[config.mk]
export PLATFORM = sky130hd
export DESIGN_NAME = ofm_top
export DESIGN_NICKNAME = d
export VERILOG_FILES = /design/src/common/ofm_pkg.sv /design/src/rtl/ofm_top.sv /design/src/rtl/ofm_point.sv
export VERILOG_INCLUDE_DIRS = /design/src /design/src/common
export SDC_FILE = /design/constraint.sdc
export NUM_CORES = 1
export LEC_CHECK = 0
export BUFFER_PORTS_ARGS = -buffer_cell sky130_fd_sc_hd__clkbuf_2
export CORE_MARGIN = 5
export CORE_UTILIZATION = 50
export CTS_CLUSTER_DIAMETER = 30
export DETAILED_ROUTE_END_ITERATION = 10
export PLACE_DENSITY = 0.81
export SLEW_MARGIN = 20
export SYNTH_ARGS = -nofsm -noshare
export SYNTH_HDL_FRONTEND = slang
export SYNTH_HIERARCHICAL = 1
export SYNTH_SLANG_ARGS = --single-unit
[constraint.sdc]
create_clock -name clk_i -period 3.4 [get_ports clk_i]
set_input_delay 0.17 -clock clk_i [delete_from_list [all_inputs] [get_ports clk_i]]
set_output_delay 0.17 -clock clk_i [all_outputs]
set_load 0.005 [all_outputs]
[src/common/ofm_map.svh]
// Register offsets, field positions, reset values and timing counts of the output fault monitor
// Notes on behaviour
// - Two fault tests, pulsed full test and unpulsed partial test, chosen per group.
// - Partial test checks open only while a point is off, short only while on.
// - Full test briefly drives each output opposite to its command to check both states.
// - The opposite-state pulse lasts 500 us and repeats once a second per point.
// - Host sees two input words plus two holding words, or 32 outputs plus 32 inputs.
// - An open circuit on point n sets bit n of the first input word.
// - A short circuit on point n sets bit n of the second input word.
// - Fault words read one for a fault, zero for normal operation.
// - Only three words are used; the second holding word is ignored.
// - A point found shorted carries no more output current.
// - Outside full test, a command changing state clears that point's reported faults.
// - In both modes a detected short forces the point off whatever the command.
// - A group's fault lamp blinks while any point in it holds a fault; the code keeps it dark until the first command write after reset.
// - Partial test: writing a one to a command bit clears its open flag.
// - Partial test: writing a zero to a command bit clears its short flag.
// - A per-group switch enables pulsing of its eight points; off means no pulse test.
// - In word mapping, output point 16 is the least significant bit of word one.
`ifndef OFM_MAP_SVH
`define OFM_MAP_SVH

// Wishbone byte addresses
`define OFM_ADR_CMD 8'h00
`define OFM_ADR_HOLD2 8'h04
`define OFM_ADR_OPEN 8'h08
`define OFM_ADR_SHORT 8'h0C
`define OFM_ADR_CTRL 8'h10
`define OFM_ADR_IRQ_STS 8'h14
`define OFM_ADR_IRQ_MSK 8'h18

// Field positions
`define OFM_CTRL_WORD_MAP 0
`define OFM_IRQ_OPEN 0
`define OFM_IRQ_SHORT 1

// Reset values
`define OFM_CMD_RST 16'h0000
`define OFM_FLAGS_RST 16'h0000
`define OFM_CTRL_RST 1'b0
`define OFM_IRQ_RST 2'h0

// Timing: clock rate, pulse width, repeat period and lamp half period
`define OFM_CLK_MHZ 250
`define OFM_PULSE_US 500
`define OFM_REPEAT_US 1000000
`define OFM_PULSE_CYC (`OFM_PULSE_US * `OFM_CLK_MHZ)
`define OFM_SLOTS_PER_REPEAT (`OFM_REPEAT_US / `OFM_PULSE_US)
`define OFM_BLINK_SLOTS (`OFM_SLOTS_PER_REPEAT / 4)

`endif

[src/common/ofm_pkg.sv]
// Types shared by the output fault monitor files
package ofm_pkg;

    // Classic Wishbone request from the bus master
    typedef struct packed {
        logic cyc;
        logic stb;
        logic we;
        logic [3:0] sel;
        logic [7:0] adr;
        logic [31:0] dat;
    } ofm_wb_req_t;

    // Load sense from the field side, one bit per point
    typedef struct packed {
        logic [15:0] open_load;
        logic [15:0] over_current;
    } ofm_sense_t;

endpackage

[src/rtl/ofm_top.sv]
// Output fault monitor: Wishbone registers, pulse scheduler, fault flags, lamps and interrupt
`timescale 1ns/1ps
`default_nettype none
`include "ofm_map.svh"

module ofm_top #(
    parameter int PULSE_CYC = `OFM_PULSE_CYC,
    parameter int SLOTS = `OFM_SLOTS_PER_REPEAT,
    parameter int BLINK_SLOTS = `OFM_BLINK_SLOTS
) (
    input wire logic clk_i,
    input wire logic rst_i,
    input wire ofm_pkg::ofm_wb_req_t wb_req_i,
    output logic wb_ack_o,
    output logic [31:0] wb_dat_o,
    input wire ofm_pkg::ofm_sense_t sense_i,
    input wire logic [1:0] full_test_sw_i,
    output logic [15:0] drv_o,
    output logic [1:0] lamp_o,
    output logic irq_o
);
    import ofm_pkg::*;

    localparam int NPT = 16;
    localparam int GSZ = 8;
    localparam int PW = $clog2(PULSE_CYC + 1);
    localparam int SW = $clog2(SLOTS + 1);
    localparam int BW = $clog2(BLINK_SLOTS + 1);

    logic [PW-1:0] pre_cnt;
    logic slot_tick;
    logic [SW-1:0] slot_cnt;
    logic [BW-1:0] blink_cnt;
    logic blink_phase;
    logic [NPT-1:0] pulse_mask;
    logic [NPT-1:0] full_mask;
    logic [NPT-1:0] cmd;
    logic word_map;
    logic cmd_seen;
    logic [1:0] irq_sts;
    logic [1:0] irq_msk;
    logic [NPT-1:0] open_flags;
    logic [NPT-1:0] short_flags;
    logic [NPT-1:0] open_set;
    logic [NPT-1:0] short_set;
    logic [NPT-1:0] next_drv;
    logic wb_hit;
    logic wr_take;
    logic cmd_wr;
    logic [NPT-1:0] view_cmd;
    logic [NPT-1:0] view_new;
    logic [NPT-1:0] next_cmd;
    logic [NPT-1:0] lane_view;
    logic [NPT-1:0] lane_mask;
    logic [31:0] rd_mux;

    // Bit order reversal used by word mapping
    function automatic logic [15:0] ofm_rev(input logic [15:0] v);
        logic [15:0] r;
        for (int i = 0; i < 16; i++) begin
            r[i] = v[15 - i];
        end
        return r;
    endfunction

    // Software view of a point vector; word mapping puts point 16 at bit 0
    function automatic logic [15:0] ofm_view(input logic wm, input logic [15:0] v);
        return wm ? ofm_rev(v) : v;
    endfunction

    // Prescaler: one tick every pulse width
    always_ff @(posedge clk_i) begin
        if (rst_i) begin
            pre_cnt <= '0;
            slot_tick <= 1'b0;
        end else if (pre_cnt == PW'(PULSE_CYC - 1)) begin
            pre_cnt <= '0;
            slot_tick <= 1'b1;
        end else begin
            pre_cnt <= pre_cnt + 1'b1;
            slot_tick <= 1'b0;
        end
    end

    // Slot counter: one repeat period is SLOTS ticks, points pulse in slots 0 to 15
    always_ff @(posedge clk_i) begin
        if (rst_i) begin
            slot_cnt <= '0;
        end else if (slot_tick) begin
            if (slot_cnt == SW'(SLOTS - 1)) begin
                slot_cnt <= '0;
            end else begin
                slot_cnt <= slot_cnt + 1'b1;
            end
        end
    end

    // Lamp blink phase
    always_ff @(posedge clk_i) begin
        if (rst_i) begin
            blink_cnt <= '0;
            blink_phase <= 1'b0;
        end else if (slot_tick) begin
            if (blink_cnt == BW'(BLINK_SLOTS - 1)) begin
                blink_cnt <= '0;
                blink_phase <= ~blink_phase;
            end else begin
                blink_cnt <= blink_cnt + 1'b1;
            end
        end
    end

    // Per-point pulse select, gated by its group switch
    always_comb begin
        for (int p = 0; p < NPT; p++) begin
            full_mask[p] = full_test_sw_i[p / GSZ];
            pulse_mask[p] = full_mask[p] && (slot_cnt == SW'(p));
        end
    end

    // Wishbone decode; a write takes effect on the edge that sees ack
    assign wb_hit = wb_req_i.cyc & wb_req_i.stb;
    assign wr_take = wb_hit & wb_req_i.we & wb_ack_o;
    assign cmd_wr = wr_take && (wb_req_i.adr == `OFM_ADR_CMD) && (wb_req_i.sel[1:0] != 2'h0);

    // Byte-lane merge of the command word in the software view
    always_comb begin
        view_cmd = ofm_view(word_map, cmd);
        lane_view = {{8{wb_req_i.sel[1]}}, {8{wb_req_i.sel[0]}}};
        view_new = (wb_req_i.dat[15:0] & lane_view) | (view_cmd & ~lane_view);
        next_cmd = ofm_view(word_map, view_new);
        lane_mask = cmd_wr ? ofm_view(word_map, lane_view) : 16'h0000;
    end

    // Command word and first-command flag
    always_ff @(posedge clk_i) begin
        if (rst_i) begin
            cmd <= `OFM_CMD_RST;
            cmd_seen <= 1'b0;
        end else if (cmd_wr) begin
            cmd <= next_cmd;
            cmd_seen <= 1'b1;
        end
    end

    // Control: word mapping select
    always_ff @(posedge clk_i) begin
        if (rst_i) begin
            word_map <= `OFM_CTRL_RST;
        end else if (wr_take && wb_req_i.adr == `OFM_ADR_CTRL && wb_req_i.sel[0]) begin
            word_map <= wb_req_i.dat[`OFM_CTRL_WORD_MAP];
        end
    end

    // Point instances
    genvar gp;
    generate
        for (gp = 0; gp < NPT; gp++) begin : g_pt
            ofm_point u_pt (
                .clk_i(clk_i),
                .rst_i(rst_i),
                .full_i(full_mask[gp]),
                .pulse_i(pulse_mask[gp]),
                .cmd_i(cmd[gp]),
                .cmd_wr_i(lane_mask[gp]),
                .cmd_new_i(next_cmd[gp]),
                .drv_i(drv_o[gp]),
                .open_sense_i(sense_i.open_load[gp]),
                .short_sense_i(sense_i.over_current[gp]),
                .drv_next_o(next_drv[gp]),
                .open_flag_o(open_flags[gp]),
                .short_flag_o(short_flags[gp]),
                .open_set_o(open_set[gp]),
                .short_set_o(short_set[gp])
            );
        end
    endgenerate

    // Field drive register
    always_ff @(posedge clk_i) begin
        if (rst_i) begin
            drv_o <= 16'h0000;
        end else begin
            drv_o <= next_drv;
        end
    end

    // Group lamps blink while a fault stands, dark until the first command
    always_ff @(posedge clk_i) begin
        if (rst_i) begin
            lamp_o <= 2'h0;
        end else begin
            for (int g = 0; g < 2; g++) begin
                lamp_o[g] <= cmd_seen & blink_phase &
                    (|open_flags[g*GSZ +: GSZ] | |short_flags[g*GSZ +: GSZ]);
            end
        end
    end

    // Interrupt status: sticky, write one to clear, a new event wins
    always_ff @(posedge clk_i) begin
        if (rst_i) begin
            irq_sts <= `OFM_IRQ_RST;
        end else begin
            for (int b = 0; b < 2; b++) begin
                if (wr_take && wb_req_i.adr == `OFM_ADR_IRQ_STS && wb_req_i.sel[0] && wb_req_i.dat[b]) begin
                    irq_sts[b] <= 1'b0;
                end
            end
            if (|open_set) begin
                irq_sts[`OFM_IRQ_OPEN] <= 1'b1;
            end
            if (|short_set) begin
                irq_sts[`OFM_IRQ_SHORT] <= 1'b1;
            end
        end
    end

    // Interrupt mask
    always_ff @(posedge clk_i) begin
        if (rst_i) begin
            irq_msk <= `OFM_IRQ_RST;
        end else if (wr_take && wb_req_i.adr == `OFM_ADR_IRQ_MSK && wb_req_i.sel[0]) begin
            irq_msk <= wb_req_i.dat[1:0];
        end
    end

    // Interrupt output
    always_ff @(posedge clk_i) begin
        if (rst_i) begin
            irq_o <= 1'b0;
        end else begin
            irq_o <= |(irq_sts & irq_msk);
        end
    end

    // Read multiplexer; the second holding word and unmapped addresses read zero
    always_comb begin
        rd_mux = 32'h0000_0000;
        case (wb_req_i.adr)
            `OFM_ADR_CMD: rd_mux[15:0] = view_cmd;
            `OFM_ADR_HOLD2: rd_mux = 32'h0000_0000;
            `OFM_ADR_OPEN: rd_mux[15:0] = ofm_view(word_map, open_flags);
            `OFM_ADR_SHORT: rd_mux[15:0] = ofm_view(word_map, short_flags);
            `OFM_ADR_CTRL: rd_mux[`OFM_CTRL_WORD_MAP] = word_map;
            `OFM_ADR_IRQ_STS: rd_mux[1:0] = irq_sts;
            `OFM_ADR_IRQ_MSK: rd_mux[1:0] = irq_msk;
            default: rd_mux = 32'h0000_0000;
        endcase
    end

    // Bus answer: ack one cycle after the request, dropped the cycle after
    always_ff @(posedge clk_i) begin
        if (rst_i) begin
            wb_ack_o <= 1'b0;
            wb_dat_o <= 32'h0000_0000;
        end else begin
            wb_ack_o <= wb_hit & ~wb_ack_o;
            if (wb_hit && !wb_ack_o) begin
                wb_dat_o <= rd_mux;
            end
        end
    end
endmodule

`default_nettype wire

[src/rtl/ofm_point.sv]
// One output point: drive select, open and short fault flags
`timescale 1ns/1ps
`default_nettype none

module ofm_point (
    input wire logic clk_i,
    input wire logic rst_i,
    input wire logic full_i,
    input wire logic pulse_i,
    input wire logic cmd_i,
    input wire logic cmd_wr_i,
    input wire logic cmd_new_i,
    input wire logic drv_i,
    input wire logic open_sense_i,
    input wire logic short_sense_i,
    output logic drv_next_o,
    output logic open_flag_o,
    output logic short_flag_o,
    output logic open_set_o,
    output logic short_set_o
);
    logic clr_open;
    logic clr_short;

    // Open is seen only in the driven-off state, short only in the on state
    assign open_set_o = ~drv_i & open_sense_i & ~open_flag_o;
    assign short_set_o = drv_i & short_sense_i & ~short_flag_o;

    // Full test clears on a written zero; partial test clears open on a one, short on a zero, both on a change
    always_comb begin
        if (full_i) begin
            clr_open = cmd_wr_i & ~cmd_new_i;
            clr_short = cmd_wr_i & ~cmd_new_i;
        end else begin
            clr_open = cmd_wr_i & (cmd_new_i | (cmd_new_i ^ cmd_i));
            clr_short = cmd_wr_i & (~cmd_new_i | (cmd_new_i ^ cmd_i));
        end
    end

    // Flags: a new fault wins over a clear in the same cycle
    always_ff @(posedge clk_i) begin
        if (rst_i) begin
            open_flag_o <= 1'b0;
            short_flag_o <= 1'b0;
        end else begin
            open_flag_o <= open_set_o | (open_flag_o & ~clr_open);
            short_flag_o <= short_set_o | (short_flag_o & ~clr_short);
        end
    end

    // Shorted point is off; a test pulse inverts the command
    assign drv_next_o = ~(short_flag_o | short_set_o) & (pulse_i ? ~cmd_i : cmd_i);
endmodule

`default_nettype wire

==> impl_metrics.toml <==
[outcome]
outcome = "complete, no violations"

[critical_path]
cp_top_family = "flip-flops"
crit_buf_inv = 1
crit_path_cell_trace = "buf_4 > mux2i_1 > nor3_1 > o21ai_1 > a21oi_1"
startpoint_type = "flip-flop"
r2r_slack_ps = 1280
r2r_cells = 5
worst_path_max_delay_cell = "dfxtp_4"
endpoint_kind = "flip-flop"
crit_type = "reg2reg"
path_max_fanout = 45
crit_arrival_ps = 2430
rr_endpoint = "g_pt[10].u_pt/open_flag_o$_SDFF_PP0_"
max_stage_delay_ps = 820
crit_required_ps = 3710
reg2reg_from = "word_map$_SDFFE_PP0P_"

[yosys]
ys_seq_area_share_pct = 35.2
synthCells = 863
synth-seq-cells = 129
synthFlopType = "dfxtp_1"
syn_area_um2 = 7340
yosysUniqueCellTypes = 57
ys_warn_count = 6
synth-edff-count = 0
synthArstFlopShare_pct = 0
syn_avg_cell_area_um2 = 8.50

[floorplan]
ioPinCount = 135
die_area_um2 = 17200
start_util_pct = 50.7
core-area_um2 = 14500
die_h_um = 131
die_x_um = 131
num_rows = 44

[flow_run]
maxCapViolCount = 0

[detailed_routing]
drc = 0
drt_iter0_drc = 763
vias = 6853
wl_per_cell_um = 17.8
finalWirelength_mm = 20.5
antenna_left = 0
first_pass_iters = 8
vias_per_cell = 5.94

[sta]
worst_slew_pin_slew_ps = 998
finalMaxSlewViolations = 0
slew_headroom_pct = 33.2
fmax_ghz = 0.471
rsz0062_at_grt = "false"
tns_ps = 0
period_needed_ps = 2120
setup_violations = 0
fin_skew_ps = 9.25
hold_viol_final = 0
fin_crit_sh_pct = 62.4

[grt]
globalRouteTotalUtil_pct = 23.0
grt_pass1_wl_mm = 32.6
antenna_found_initial = 0
gr-total-overflow = 0
grt_max_degree = 46
grt_pass1_vias = 6439

[finish]
diodes = 0
final_util_pct = 59.1
nNetsFinal = 1045
drive_gt1_share_pct = 19.0
syn2layout_area_growth_pct = 16.6
layout_commonest_cell = "dfxtp_1"
final_cell_mix = "128 x dfxtp_1, 100 x clkbuf_2, 95 x nor2_1, 86 x mux2i_1, 79 x nand2_1"

[place]
place.gp.congestion = 0.888
dpl.hpwl_mm = 14.7
numPortBuffers = 100

[worst_hold_path]
hold_depth = 3
hold_start = "sense_i[29]"
hold_class = "in2reg"
hold_path_end = "g_pt[13].u_pt/open_flag_o$_SDFF_PP0_"

[power]
p_total_mw = 3.81
p_leak_nw = 3.41
p_per_area_nw_per_um2 = 445
vdd_ir_drop_max_v = 0.000361

[clocking]
cts_resized = 0
cts.sinks = 129
cts_buffer_depth = 2
clock_latency_ps = 430
htreeDepth = 4
numCtsBuffers = 17
cts_root_buffer = "clkbuf_16"
cts_tree = "done"
path_clk_slew_ps = 60
==> layout make-up <==
cell class	count	area, µm²
Clock inverter	9	151
Sequential cell	129	2590
Tap cell	184	230
Inverter	26	97.6
Multi-Input combinational cell	670	4410
Timing Repair Buffer	112	596
Clock buffer	23	488
Fill cell	1262	5920
==> stage by stage <==
stage | cell area (µm²) | setup WS (ps) | cells | hold slack (ps)
floorplan | 7390 | 1240 | 878 | 239
global placement | 7890 | 1390 | 1118 | 423
detailed placement | 7890 | 1350 | 1118 | 433
CTS | 8550 | 1320 | 1152 | 5.24
global route | 8560 | 1180 | 1153 | 10.1
finish | 8560 | 1280 | 1153 | 5.79
==> metal layers <==
metal	global-route usage, %	share of wire (%)	vias to the layer above
met1	28.6	40	3153
met2	36.4	45	336
met4	10.5	4.3	0
met5	0	0	-
met3	7.15	10	81
li1	-	-	3283
==> cells by family after synthesis <==
logic type | synth area share (%)
fa+ha+maj | 1.02
flops | 35.2
compound gates | 16.2
mux | 14.5
other cells | 0.0511
xor+xnor | 5.49
simple gates | 22.0
buf+inv | 5.58
==> power by group <==
group / internal [mW] / switching (mW) / total [mW]
Sequential: 1.54 / 0.0348 / 1.57
Combinational: 0.106 / 0.163 / 0.269
Clock: 1.30 / 0.666 / 1.97
Total: 2.94 / 0.864 / 3.81
==> timing repair <==
item / CTS / global route
buffers inserted: 0 / 0
hold buffers: 2 / 0
hold endpoints to repair: 2 / 0
==> registers in the layout, summed over array words and instances, names as in the netlist <==
signal and flops:
irq_sts 2, irq_msk 2, wb_dat_o 16, drv_o 16
lamp_o 2, blink_cnt 9, slot_cnt 11, cmd_seen 1
g_pt.u_pt/open_flag_o 16, slot_tick 1, blink_phase 1, wb_ack_o 1
cmd 16, word_map 1, g_pt.u_pt/short_flag_o 16, irq_o 1
pre_cnt 17
==> tightest hold or removal path: stages <==
cell and delay (ps):
clkbuf_2 90, nand2_1 70, a21oi_1 60
==> worst max-delay path by stage <==
| stage | from | endpoint | slack [ps] | cells past startpoint |
|---|---|---|---|---|
| 2_1_floorplan | word_map$_SDFFE_PP0P_ | g_pt[10].u_pt/open_flag_o$_SDFF_PP0_ | 1240 | 8 |
| 3_3_place_gp | slot_cnt[4]$_SDFFE_PP0P_ | drv_o[5]$_SDFF_PP0_ | 1390 | 7 |
| 3_5_place_dp | word_map$_SDFFE_PP0P_ | g_pt[10].u_pt/short_flag_o$_SDFF_PP0_ | 1350 | 4 |
| 4_1_cts | word_map$_SDFFE_PP0P_ | g_pt[10].u_pt/open_flag_o$_SDFF_PP0_ | 1320 | 5 |
| 5_1_grt | word_map$_SDFFE_PP0P_ | g_pt[10].u_pt/short_flag_o$_SDFF_PP0_ | 1180 | 4 |
| 6_report | word_map$_SDFFE_PP0P_ | g_pt[10].u_pt/open_flag_o$_SDFF_PP0_ | 1280 | 5 |
==> synthesized netlist by cell type (all sizes together), types with 3 or more instances <==
library cell / number / area (µm²)
dfxtp: 129 / 2580
nor2: 95 / 357
mux2i: 86 / 861
nand2: 79 / 297
a21oi: 62 / 310
buf: 38 / 255
o21ai: 35 / 175
xor2: 31 / 272
inv: 26 / 97.6
nor3: 26 / 130
nor4: 22 / 153
a21bo: 16 / 160
a311oi: 16 / 140
and2: 16 / 100
nor2b: 16 / 100
clkbuf: 15 / 56.3
o22ai: 15 / 93.8
o2bb2ai: 15 / 150
xnor2: 15 / 131
mux2: 14 / 158
and3: 13 / 81.3
nand4: 13 / 81.3
nand3: 11 / 55.1
a31oi: 8 / 50.1
and4: 8 / 70.1
ha: 6 / 75.1
or4: 5 / 41.3
nor4b: 4 / 50.1
o31ai: 3 / 22.5
No activity file was read; power rests on OpenSTA's default activity.
